### config.mk
export PLATFORM = sky130hd
export DESIGN_NAME = dbw_regs
export DESIGN_NICKNAME = d
export VERILOG_FILES = /design/src/design/dbw_pkg.sv /design/src/design/dbw_regs.sv
export SDC_FILE = /design/constraint.sdc
export NUM_CORES = 1
export LEC_CHECK = 0
export ABC_AREA = 1
export BUFFER_PORTS_ARGS = -buffer_cell sky130_fd_sc_hd__buf_2
export CAP_MARGIN = 30
export CORE_MARGIN = 2
export CORE_UTILIZATION = 58
export CTS_BUF_LIST = sky130_fd_sc_hd__clkbuf_4 sky130_fd_sc_hd__clkbuf_8
export CTS_CLUSTER_SIZE = 25
export DETAILED_ROUTE_END_ITERATION = 6
export PLACE_DENSITY_LB_ADDON = 0.12
export SETUP_SLACK_MARGIN = 0.05
export SLEW_MARGIN = 30
export SYNTH_ARGS = -nofsm -noshare
export SYNTH_HDL_FRONTEND = slang
export SYNTH_SLANG_ARGS = --single-unit
### constraint.sdc
create_clock -name clk_i -period 2.8 [get_ports clk_i]
set_input_delay 0.42 -clock clk_i [delete_from_list [all_inputs] [get_ports clk_i]]
set_output_delay 0.42 -clock clk_i [all_outputs]
set_load 0.01 [all_outputs]
### src/design/dbw_pkg.sv
// Purpose: Constants and carrier types for the downstream bridge header registers
// Assumes: Byte-addressed configuration access, one byte lane per strobe
// Notes:   Offsets are configuration space byte addresses
package dbw_pkg;
    localparam logic [7:0]  OFF_PRIMARY_BUS    = 8'h18;
    localparam logic [7:0]  OFF_SECONDARY_BUS  = 8'h19;
    localparam logic [7:0]  OFF_SUBORDINATE    = 8'h1a;
    localparam logic [7:0]  OFF_SEC_LATENCY    = 8'h1b;
    localparam logic [7:0]  OFF_IO_BOTTOM      = 8'h1c;
    localparam logic [7:0]  OFF_IO_TOP         = 8'h1d;
    localparam logic [7:0]  OFF_STATUS_LO      = 8'h1e;
    localparam logic [7:0]  OFF_STATUS_HI      = 8'h1f;
    localparam logic [7:0]  RST_BUS_NUMBER     = 8'h00;
    localparam logic [7:0]  RST_SEC_LATENCY    = 8'h00;
    localparam logic [3:0]  RST_IO_FIELD       = 4'h0;
    localparam logic [3:0]  IO_ADDRESSING_TYPE = 4'h1;
    localparam logic [15:0] RST_STATUS         = 16'h0000;
    localparam logic [7:0]  RST_RDATA          = 8'h00;
    localparam logic [11:0] IO_LOW_ZEROS       = 12'h000;
    localparam logic [11:0] IO_LOW_ONES        = 12'hfff;
    localparam int          ST_POISON          = 15;
    localparam int          ST_SYS_ERR         = 14;
    localparam int          ST_UR_RECEIVED     = 13;
    localparam int          ST_CA_RECEIVED     = 12;
    localparam int          ST_CA_SENT         = 11;
    localparam int          ST_MASTER_PAR      = 8;
    localparam logic [15:0] STATUS_W1C_MASK    = 16'hf900;

    typedef struct packed {
        logic       wr;
        logic       rd;
        logic [7:0] addr;
        logic [7:0] wdata;
    } dbw_cfg_req_t;

    typedef struct packed {
        logic poisoned;
        logic sys_err;
        logic ur_cpl;
        logic ca_cpl;
        logic ca_sent;
        logic master_par;
    } dbw_evt_t;
endpackage : dbw_pkg

### src/design/dbw_regs.sv
// Purpose: Bus numbers, I/O window and link-side status of a downstream bridge port
// Assumes: One byte access per cycle; read data returned one cycle after request
// Notes:   Events are one-cycle pulses from the link logic
//
// Contract
// - Primary bus number, 8-bit read/write, resets to zero
// - Secondary bus number, 8-bit read/write, resets zero, used for Type 1 decode
// - Subordinate bus number, 8-bit read/write, resets zero, bounds Type 1 decode
// - Secondary latency timer reads zero always
// - I/O bottom bits 7:4 writable, address 15:12, low twelve bits zero
// - I/O top bits 7:4 writable, address 15:12, low twelve bits ones
// - Low nibble of both I/O registers reads one, writes ignored
// - I/O window decides whether an I/O transaction is forwarded
// - Upper sixteen window bits come from separate registers, form 32-bit bounds
// - Sixteen-bit status, resets zero, hardware set, write one clears
// - Poisoned packet on link sets bit 15 regardless of parity enable
`timescale 1ns/1ps
module dbw_regs
    import dbw_pkg::*;
(
    input  wire logic         clk_i,
    input  wire logic         reset_i,
    input  wire dbw_cfg_req_t cfg_req_i,
    output logic [7:0]        cfg_rdata_o,
    output logic              cfg_rvalid_o,
    input  wire dbw_evt_t     evt_i,
    input  wire logic         parity_resp_en_i,
    input  wire logic [15:0]  io_bottom_upper_i,
    input  wire logic [15:0]  io_top_upper_i,
    input  wire logic         io_req_i,
    input  wire logic [31:0]  io_addr_i,
    output logic              io_forward_o,
    input  wire logic         type1_req_i,
    input  wire logic [7:0]   type1_bus_i,
    output logic              type1_to_link_o,
    output logic              type1_below_o
);

    ////////////////////////////////////////////////////////////////////////////
    // Register state
    logic [7:0]  primary_bus_reg,    primary_bus_next;
    logic [7:0]  secondary_bus_reg,  secondary_bus_next;
    logic [7:0]  subordinate_reg,    subordinate_next;
    logic [3:0]  io_bottom_reg,      io_bottom_next;
    logic [3:0]  io_top_reg,         io_top_next;
    logic [15:0] status_reg,         status_next;
    logic [7:0]  rdata_reg,          rdata_next;
    logic        rvalid_reg,         rvalid_next;
    logic        io_fwd_reg,         io_fwd_next;
    logic        t1_link_reg,        t1_link_next;
    logic        t1_below_reg,       t1_below_next;
    logic [15:0] set_vec;
    logic [15:0] clr_vec;
    logic [31:0] win_lo;
    logic [31:0] win_hi;

    function automatic logic wr_hit(input logic [7:0] off);
        wr_hit = cfg_req_i.wr && cfg_req_i.addr == off;
    endfunction : wr_hit

    function automatic logic [7:0] bus_write(input logic [7:0] cur, input logic [7:0] off);
        bus_write = wr_hit(off) ? cfg_req_i.wdata : cur;
    endfunction : bus_write

    ////////////////////////////////////////////////////////////////////////////
    // Bus numbers
    always_comb begin
        primary_bus_next   = bus_write(primary_bus_reg, OFF_PRIMARY_BUS);
        secondary_bus_next = bus_write(secondary_bus_reg, OFF_SECONDARY_BUS);
        subordinate_next   = bus_write(subordinate_reg, OFF_SUBORDINATE);
    end

    always_ff @(posedge clk_i) begin
        if (reset_i) begin
            primary_bus_reg   <= RST_BUS_NUMBER;
            secondary_bus_reg <= RST_BUS_NUMBER;
            subordinate_reg   <= RST_BUS_NUMBER;
        end else begin
            primary_bus_reg   <= primary_bus_next;
            secondary_bus_reg <= secondary_bus_next;
            subordinate_reg   <= subordinate_next;
        end
    end

    ////////////////////////////////////////////////////////////////////////////
    // I/O window fields; the low nibble is a constant and is not stored
    always_comb begin
        io_bottom_next = io_bottom_reg;
        io_top_next    = io_top_reg;
        if (wr_hit(OFF_IO_BOTTOM)) begin
            io_bottom_next = cfg_req_i.wdata[7:4];
        end
        if (wr_hit(OFF_IO_TOP)) begin
            io_top_next = cfg_req_i.wdata[7:4];
        end
    end

    always_ff @(posedge clk_i) begin
        if (reset_i) begin
            io_bottom_reg <= RST_IO_FIELD;
            io_top_reg    <= RST_IO_FIELD;
        end else begin
            io_bottom_reg <= io_bottom_next;
            io_top_reg    <= io_top_next;
        end
    end

    ////////////////////////////////////////////////////////////////////////////
    // Link-side status
    always_comb begin
        set_vec                 = 16'h0000;
        set_vec[ST_POISON]      = evt_i.poisoned;
        set_vec[ST_SYS_ERR]     = evt_i.sys_err;
        set_vec[ST_UR_RECEIVED] = evt_i.ur_cpl;
        set_vec[ST_CA_RECEIVED] = evt_i.ca_cpl;
        set_vec[ST_CA_SENT]     = evt_i.ca_sent;
        set_vec[ST_MASTER_PAR]  = evt_i.master_par && parity_resp_en_i;
        clr_vec                 = 16'h0000;
        if (wr_hit(OFF_STATUS_LO)) begin
            clr_vec[7:0] = cfg_req_i.wdata;
        end
        if (wr_hit(OFF_STATUS_HI)) begin
            clr_vec[15:8] = cfg_req_i.wdata;
        end
        // Set wins over a clear in the same cycle, so no event is lost
        status_next = ((status_reg & ~clr_vec) | set_vec) & STATUS_W1C_MASK;
    end

    always_ff @(posedge clk_i) begin
        if (reset_i) begin
            status_reg <= RST_STATUS;
        end else begin
            status_reg <= status_next;
        end
    end

    ////////////////////////////////////////////////////////////////////////////
    // Read return, one cycle after the request
    always_comb begin
        rvalid_next = cfg_req_i.rd;
        rdata_next  = RST_RDATA;
        if (cfg_req_i.rd) begin
            unique case (cfg_req_i.addr)
                OFF_PRIMARY_BUS:   rdata_next = primary_bus_reg;
                OFF_SECONDARY_BUS: rdata_next = secondary_bus_reg;
                OFF_SUBORDINATE:   rdata_next = subordinate_reg;
                OFF_SEC_LATENCY:   rdata_next = RST_SEC_LATENCY;
                OFF_IO_BOTTOM:     rdata_next = {io_bottom_reg, IO_ADDRESSING_TYPE};
                OFF_IO_TOP:        rdata_next = {io_top_reg, IO_ADDRESSING_TYPE};
                OFF_STATUS_LO:     rdata_next = status_reg[7:0];
                OFF_STATUS_HI:     rdata_next = status_reg[15:8];
                default:           rdata_next = RST_RDATA;
            endcase
        end
    end

    always_ff @(posedge clk_i) begin
        if (reset_i) begin
            rdata_reg  <= RST_RDATA;
            rvalid_reg <= 1'b0;
        end else begin
            rdata_reg  <= rdata_next;
            rvalid_reg <= rvalid_next;
        end
    end

    ////////////////////////////////////////////////////////////////////////////
    // Forwarding and Type 1 decode
    always_comb begin
        win_lo        = {io_bottom_upper_i, io_bottom_reg, IO_LOW_ZEROS};
        win_hi        = {io_top_upper_i, io_top_reg, IO_LOW_ONES};
        io_fwd_next   = io_req_i && io_addr_i >= win_lo && io_addr_i <= win_hi;
        t1_link_next  = type1_req_i && type1_bus_i == secondary_bus_reg;
        t1_below_next = type1_req_i && type1_bus_i > secondary_bus_reg
                        && type1_bus_i <= subordinate_reg;
    end

    always_ff @(posedge clk_i) begin
        if (reset_i) begin
            io_fwd_reg   <= 1'b0;
            t1_link_reg  <= 1'b0;
            t1_below_reg <= 1'b0;
        end else begin
            io_fwd_reg   <= io_fwd_next;
            t1_link_reg  <= t1_link_next;
            t1_below_reg <= t1_below_next;
        end
    end

    assign cfg_rdata_o     = rdata_reg;
    assign cfg_rvalid_o    = rvalid_reg;
    assign io_forward_o    = io_fwd_reg;
    assign type1_to_link_o = t1_link_reg;
    assign type1_below_o   = t1_below_reg;
endmodule : dbw_regs

-- After elaboration in Yosys (flattened, before gate mapping)
Cells that the tools add are included.
- output and inout bits: 12
- register bits after elaboration: 60
- mux-type cells: 3
- reductions and logical operators: 14
- bitwise operators: 4
- equal/unequal tests: 8
- magnitude comparators: 4
- operators with widths (kind ; count):
    equality test 8 x 5 -> 1 bit, second input constant ; 7
    case mux 8 bit (7 select lines) ; 1
    >= comparator 32 bit ; 1
    <= comparator 32 bit ; 1
    bitwise AND 16 bit ; 1
    two-way mux 8 bit ; 2
    NOT 16 bit ; 1
    OR 16 bit ; 1
    logical AND 1 bit ; 13
    equality test 8 bit ; 1
    > comparator 8 bit ; 1
    <= comparator 8 bit ; 1
    OR reduction 2 bit ; 1
    NOT 1 bit ; 1

-- Logic depth before layout (Yosys ltp)
Gate-level depths: netlist of run 1.
- word-level depth: 6
- mapped depth: 12

-- Worst setup path after synthesis of run 1
No wires, ideal clock.
- path kind: input port to flip-flop
- start: input cfg_req_i[15] (netlist bit)
- end: register primary_bus_reg[6]
- arrival: 1356 ps
- stages: 9
- data required time: 2681 ps
- slack: 1324 ps
- setup time: 119 ps
- buffers on the path: 1
- path through: nor2_2 > nand3_4 > nor2_8 > nand2_4 > inv_2 > nand2_2 > buf_2 > o21ai_1 > a21oi_1
- word-level cells in the longest chain between the ends: 2
- ends and longest elaborated chain (item ; line ; RTL):
    start, declared ; dbw_regs.sv:23 ; input wire dbw_cfg_req_t cfg_req_i,
    equality test 8 x 5 -> 1 bit ; dbw_regs.sv:58 ; wr_hit = cfg_req_i.wr && cfg_req_i.addr == off;
    logical AND 1 bit ; dbw_regs.sv:58 ;
    end signal, assigned ; dbw_regs.sv:79 ; primary_bus_reg <= primary_bus_next;
    end, declared ; dbw_regs.sv:41 ; logic [7:0] primary_bus_reg, primary_bus_next;
Every way passes these cells.
A chain may end at the register's enable or synchronous reset.

-- Worst setup path in the final report of run 1
- start: input cfg_req_i[15] (netlist bit)
- end: register subordinate_reg[1]
- word-level cells in the longest chain between the ends: 2
- ends and longest elaborated chain (item ; line ; RTL):
    equality test 8 x 5 -> 1 bit ; dbw_regs.sv:58 ;
    logical AND 1 bit ; dbw_regs.sv:58 ;
    end signal, assigned ; dbw_regs.sv:81 ; subordinate_reg <= subordinate_next;
    end, declared ; dbw_regs.sv:43 ; logic [7:0] subordinate_reg, subordinate_next;
Every way passes these cells.

==> summary.md, run 1 <==
| Metric | Value |
|---|---|
| Worst R2R Path Depth | 10 |
| CTS Sinks | 50 |
| IO buf count | 112 |
| Synth Warn # | 0 |
| Post-synth top area cell | dfxtp_1 |
| Gr busiest metal | met2 |
| Total global routing overflow | 0 |
| Hold Path Class | input port to flip-flop |
| Final worst slack | 1.29 ns |
| 1st-pass router iterations | 6 |
| Synth cell count leaders | 106 x inv_1, 102 x nand2_1, 59 x nor2_1, 56 x ha_1, 54 x a21oi_1 |
| WHS Path Cells | 3 |
| Clock-pin slew on the worst setup and hold paths | 0.10 ns |
| FP Rows | 28 |
| Leakage | 2.34 nW |
| Routed WL | 9.30 mm |
| Hold Vio Cnt, Final | 0 |
| Critical Path, Cell by Cell | buf_2 -> nor2_2 -> nand3_4 -> nor2_8 -> nand2_2 -> nor2_2 -> o21ai_0 -> nor2_1 |
| Ys async rst share | 0 |
| VDD IR max | 0.000313 V |
| Die area | 6950 um^2 |
| Dpl ws | 1.05 ns |
| Detail Placement HPWL | 7.56 mm |
| GRT met2 Usage | 0.448 |
| Syn nets | 701 |
| I/O pin count | 113 |
| Skew-Pair Late Insertion Delay | 0.32 ns |
| FF-to-FF setup slack | 1.38 ns |
| Critical path endpoint category | flip-flop |
| Synth Register Bits | 50 |
| Met3 Track Usage GR | 0.0606 |
| Syn avg cell area | 6.72 um^2 |
| FILL cells | 516 |
| Worst Hold Path EP | status_reg[11] |
| Layout cell share with drive strength beyond 1 | 0.207 |
| WP buf/inv | 1 |
| Max cap viols | 0 |
| Reg2Reg Capture Point | io_forward_o |
| Detail Route Antenna Nets | 0 |
| Count of final setup violators | 0 |
| Final slew viol count | 0 |
| Total GRT Usage | 0.277 |
| Register area share after synthesis | 0.274 |
| Final #Nets | 814 |
| WL/cell | 12.7 um |
| CTS H-tree depth | 2 |
| Total negative slack | 0 ns |
| Number of global-route vias before repair | 3599 |
| CTS tree | built |
| Final Skew | 0.00942 ns |
| Core ar. | 5990 um^2 |
| Final RePlAce weighted congestion | 0.877 |
| Worst Hold Launch | evt_i[1] |
| EDFF count, synth | 0 |
| Post-synthesis cell count | 544 |
| Met1 GRT Util | 0.383 |
| Hold-fix buffers, CTS | 0 |
| CP Launch Point | cfg_req_i[15] |
| DRC | 0 |
| Fmax | 0.660 GHz |
| Max stage delay on crit path | 0.29 ns |
| Root Buffer | clkbuf_8 |
| Critical path peak fanout | 14 |
| CTS max path bufs | 2 |
| Critical Path RT | 3.05 ns |
| Slew HR | 0.673 |
| Postcts setup bufs | 0 |
| Die X | 83.4 um |
| Worst setup SP type | input port |
| Least-Margin Pin Slew | 0.491 ns |
| R2r startpoint | io_bottom_reg[3] |
| Critical path class | input port to flip-flop |
| Top-count cell post-synth | inv_1 |
| Post-CTS Resized | 0 |
| Delay-heaviest family, CP | simple AND/OR/NAND/NOR gates |
| Ranking of synthesized cells by area | dfxtp_1 27%, ha_1 19%, inv_1 11% |
| Top_reg_cell synth | dfxtp_1 |
| Area Growth Syn to Fin | 21.0% |
| Die Ht | 83.4 um |
| Drt initial violations | 203 |
| Number of vias per cell | 5.23 |
| First-pass GRT wire length | 16.0 mm |
| Final core utilization | 0.738 |
| Largest net degree at the start of global routing | 19 |
| Starting Density | 0.610 |
| Slowest stage cell, crit path | nor2_2 |
| Most common cell on crit path | nor2_2 |
| Vias | 3836 |
| Initial antenna violation count | 0 |
| Pwr Total | 1.66 mW |
| Fin crit share | 0.541 |
| Netlist cell types | 29 |
| Crit path DAT | 1.76 ns |
| Tmin final | 1.51 ns |
| Top-area cell type share of the netlist area | 0.274 |
| P per Cell Area | 376 nW/um^2 |
| RSZ-0062 raised after global routing | no |
| TritonCTS Buffers | 5 |
| Area of the mapped netlist | 3650 um^2 |
| Status | complete, no violations |
| Antenna fix cells | 0 |
worst min-delay path: stages:
cell,delay (ns)
buf_2,0.08
a21oi_1,0.03
nor2_1,0.07
power breakdown:
group          switching, mW  internal, mW  total, mW
Sequential           0.00462         0.720      0.724
Combinational          0.172         0.133      0.305
Clock                  0.252         0.381      0.634
through the flow:
stage / area, um^2 / hold WS, ns / std cells
2_1_floorplan: 3650 / 0.424 / 544
3_3_place_gp: 4280 / 0.432 / 725
3_5_place_dp: 4280 / 0.438 / 725
4_1_cts: 4420 / 0.314 / 733
5_1_grt: 4420 / 0.331 / 733
6_report: 4420 / 0.303 / 733
placed cells by master (no fill, tap or decap):
master     synthesis  routed
ha_1              56      56
a21boi_0           1       1
clkbuf_8           0       6
nand3_1           20      20
buf_4              0       1
nand3_4            1       1
o21ai_0           41      41
o21bai_1           1       1
nor2_8             1       1
nor2_2             2       2
o211ai_1           1       1
nand2_4            2       2
inv_2              4       4
dfxtp_1           50      50
a21o_1             2       2
nand4_1            6       6
o21a_1             1       1
buf_2              2     112
nor3_1            13      13
nand2_2            3       3
nor2_1            59      59
bufinv_16          0       2
and2_1             1       1
nor2_4             1       1
o22ai_1            4       4
a21oi_1           54      54
inv_1            106     106
nand2_1          102     102
nor4_4             1       1
o21ai_1            4       4
worst max-delay path by stage:
| stage | end | slack, ns | depth (start not counted) |
|---|---|---|---|
| after CTS | subordinate_reg[1] | 1.30 | 8 |
| after global placement | subordinate_reg[6] | 1.09 | 8 |
| after floorplan | primary_bus_reg[6] | 1.32 | 9 |
| after detailed placement | subordinate_reg[4] | 1.05 | 8 |
| final | subordinate_reg[1] | 1.29 | 8 |
| after global routing | subordinate_reg[1] | 1.15 | 8 |
routing by layer:
layer  part of all wire  wire, um
met1               0.46      4290
met3              0.085       792
met2               0.44      4080
met5                  0         0
met4              0.015       142
cell type report:
| class | instances | area, um^2 | share of cell area |
|---|---|---|---|
| multi-input combinational | 377 | 2200 | 0.498 |
| clock buffer | 6 | 82.6 | 0.0187 |
| inverter | 110 | 413 | 0.0934 |
| timing repair buffer | 113 | 568 | 0.128 |
| sequential | 50 | 1000 | 0.226 |
| clock inverter | 2 | 60.1 | 0.0136 |
| tap | 75 | 93.8 | 0.0212 |
cell families (layout without fill, tap and decap cells):
kind of cell,after synthesis,after routing,synth area share
simple gates,212,212,0.257
compound gates,109,109,0.155
buf+inv,117,231,0.123
fa+ha+maj,56,56,0.192
flops,50,50,0.274
Power figures use the tool's default switching activity.
==> run 2, diff against run 1 <==
--- a/config.mk
+++ b/config.mk
@@ -5,11 +5,11 @@
 export SDC_FILE = /design/constraint.sdc
 export NUM_CORES = 1
 export LEC_CHECK = 0
-export ABC_AREA = 1
+export ABC_AREA = 0
 export BUFFER_PORTS_ARGS = -buffer_cell sky130_fd_sc_hd__buf_2
 export CAP_MARGIN = 30
 export CORE_MARGIN = 2
-export CORE_UTILIZATION = 58
+export CORE_UTILIZATION = 53
 export CTS_BUF_LIST = sky130_fd_sc_hd__clkbuf_4 sky130_fd_sc_hd__clkbuf_8
 export CTS_CLUSTER_SIZE = 25
 export DETAILED_ROUTE_END_ITERATION = 6
==> constraint.sdc (replaced) <==
create_clock -name clk_i -period 1.55 [get_ports clk_i]
set_input_delay 0.2325 -clock clk_i [delete_from_list [all_inputs] [get_ports clk_i]]
set_output_delay 0.2325 -clock clk_i [all_outputs]
set_load 0.01 [all_outputs]
==> run 2 against run 1 <==
The flow now finishes with violations (design-rule violations, negative setup slack). Die area up 5.8%. Final cell count down 11%. First-iteration DRC count up 76%. Clock power up 29%. Total power up 67%. Clock skew up 0.00054 ns. Design area up 7.3%. Critical path type is now flip-flop to flip-flop. Critical endpoint is now io_forward_o. Largest power group unchanged.
==> summary.md, run 2 <==
| Metric | Value |
|---|---|
| Critical Path RT | 1.78 ns |
| Skew-Pair Late Insertion Delay | 0.31 ns |
| FP Rows | 29 |
| Slowest stage cell, crit path | dfxtp_2 |
| Final slew viol count | 0 |
| I/O pin count | 113 |
| Final Skew | 0.00996 ns |
| Die X | 85.8 um |
| Antenna fix cells | 0 |
| Synth cell count leaders | 60 x inv_1, 56 x ha_1, 50 x a21oi_1, 50 x dfxtp_1, 42 x nand2_1 |
| Tmin final | 1.61 ns |
| Fin crit share | 1.04 |
| Final core utilization | 0.739 |
| EDFF count, synth | 0 |
| Hold-fix buffers, CTS | 0 |
| Design area | 4740 um^2 |
| Leakage | 2.21 nW |
| Top-count cell post-synth | inv_1 |
| CTS Sinks | 50 |
| Detail Placement HPWL | 7.80 mm |
| Starting Density | 0.552 |
| Number of global-route vias before repair | 3485 |
| Final #Nets | 734 |
| Final Non-Filler Cells | 655 |
| Worst setup SP type | flip-flop |
| Area Growth Syn to Fin | 33.9% |
| Die Ht | 85.8 um |
| Total GRT Usage | 0.277 |
| Critical path class | flip-flop to flip-flop |
| Max cap viols | 0 |
| Min Hold Slack | 0.121 ns |
| Most common cell after layout, fill and taps aside | buf_2 |
| Critical Path, Cell by Cell | ha_4 -> nor4bb_4 -> a41oi_2 -> a211oi_2 -> o31ai_2 -> a32oi_1 |
| Dpl cell area | 4390 um^2 |
| Fmax | 0.621 GHz |
| CTS tree | built |
| Ys async rst share | 0 |
| Failing checks | design-rule violations, negative setup slack |
| Top_reg_cell synth | dfxtp_1 |
| CP Launch Point | io_bottom_reg[0] |
| Post-synthesis cell count | 441 |
| Initial antenna violation count | 0 |
| Register area share after synthesis | 0.283 |
| Syn avg cell area | 8.03 um^2 |
| Least-Margin Pin Slew | 0.407 ns |
| WL/cell | 15.4 um |
| Synth Register Bits | 50 |
| Largest net degree at the start of global routing | 39 |
| Routed WL | 10.1 mm |
| Post-synth top area cell | dfxtp_1 |
| Dpl ws | -0.170 ns |
| R2r startpoint | io_bottom_reg[0] |
| Ranking of synthesized cells by area | dfxtp_1 28%, ha_1 20%, a21oi_1 7.1% |
| Top-area cell type share of the netlist area | 0.283 |
| Root Buffer | clkbuf_8 |
| Dpl cells | 647 |
| CTS max path bufs | 2 |
| Final worst slack | -0.0597 ns |
| 1st-pass router iterations | 7 |
| Count of final setup violators | 1 |
| Die area | 7350 um^2 |
| Number of vias per cell | 5.61 |
| Critical path peak fanout | 2 |
| Slew HR | 0.729 |
| RSZ-0062 raised after global routing | yes |
| Critical path endpoint category | flip-flop |
| TritonCTS Buffers | 5 |
| Hold Vio Cnt, Final | 0 |
| VDD IR max | 0.000629 V |
| Final RePlAce weighted congestion | 0.896 |
| Area of the mapped netlist | 3540 um^2 |
| Detail Route Antenna Nets | 0 |
| DRC | 7 |
| Hold Path Class | input port to flip-flop |
| Total global routing overflow | 0 |
| Postcts setup bufs | 0 |
| Vias | 3673 |
| Syn nets | 598 |
| Total negative slack | -0.0597 ns |
| IO buf count | 112 |
| Pwr Total | 2.77 mW |
| Worst Hold Launch | evt_i[4] |
| Synth Warn # | 0 |
| Drt initial violations | 358 |
| First-pass GRT wire length | 16.2 mm |
| Clock-pin slew on the worst setup and hold paths | 0.09 ns |
| CTS H-tree depth | 2 |
| Layout cell share with drive strength beyond 1 | 0.356 |
| Max stage delay on crit path | 0.35 ns |
| Status | finished, violations left |
| Most frequent cells in the layout | 112 x buf_2, 58 x inv_1, 49 x ha_1 |
| Netlist cell types | 45 |
| Core ar. | 6420 um^2 |
| Crit path DAT | 1.84 ns |
| P per Cell Area | 584 nW/um^2 |
## run 2: cell types whose count changed after synthesis, moves of 5 or more
| cell | before | now |
|---|---|---|
| nand2_1 | 102 | 42 |
| inv_1 | 106 | 60 |
| nor2_1 | 59 | 27 |
| o21ai_0 | 41 | 10 |
| nand4_1 | 6 | 19 |
| nand3_1 | 20 | 31 |
| mux2i_1 | 0 | 10 |
| nor3_1 | 13 | 3 |
| a21o_1 | 2 | 9 |
| a22oi_1 | 0 | 6 |
| a222oi_1 | 0 | 5 |
| buf_2 | 2 | 7 |
## run 2: kinds of logic after synthesis
kind of cell,count (synthesis),share of synthesized area
and+or+nand+nor,147,0.221
AOI/OAI and AO/OA,97,0.171
buffers and inverters,77,0.0865
muxes,14,0.0410
DFF,50,0.283
adders and majority gates,56,0.198
## run 2: cell type report
cell class / count / area (um^2)
flip-flops and latches: 50 / 1010
repair buffers: 146 / 836
clock inverters: 1 / 5.00
multi-input cells: 314 / 2480
inverters: 60 / 225
well taps: 77 / 96.3
clock buffers: 7 / 90.1
fillers: 519 / 1680
## run 2: worst max-delay path, delay by kind of cell, from the launching register on
family	cells	cell delay [ns]
adder cells (fa/ha/maj)	1	0.26
flip-flops	1	0.35
AND/OR/NAND/NOR	1	0.30
AO/OA/AOI/OAI	4	0.63
## run 2: power by group
part           leakage [nW]  switching (mW)  internal [mW]  total [mW]
combinational          1.75           0.338          0.305       0.643
clock                0.0517           0.442          0.379       0.821
sequential            0.411         0.00805           1.30        1.31
## run 2: final timing paths
path	endpoint	slack (ns)	cells past startpoint
worst min register to register	primary_bus_reg[1]	0.46	2
worst max register to register	io_forward_o	-0.06	6
worst max-delay path	io_forward_o	-0.06	6
worst min-delay path	status_reg[14]	0.12	3
## run 2: timing repair
action / 4_1_cts / 5_1_grt
pin swaps: 12 / 17
gates cloned: 0 / 0
resized for setup: 22 / 36
endpoints found under the setup margin: 3 / 14
## run 2: layer usage
metal / up-vias / routed length (um) / track usage
li1: 1845 / - / -
met1: 1669 / 4380 / 0.349
met2: 138 / 4900 / 0.484
met3: 21 / 633 / 0.0549
met4: 0 / 202 / 0.0750
met5: - / 0 / 0
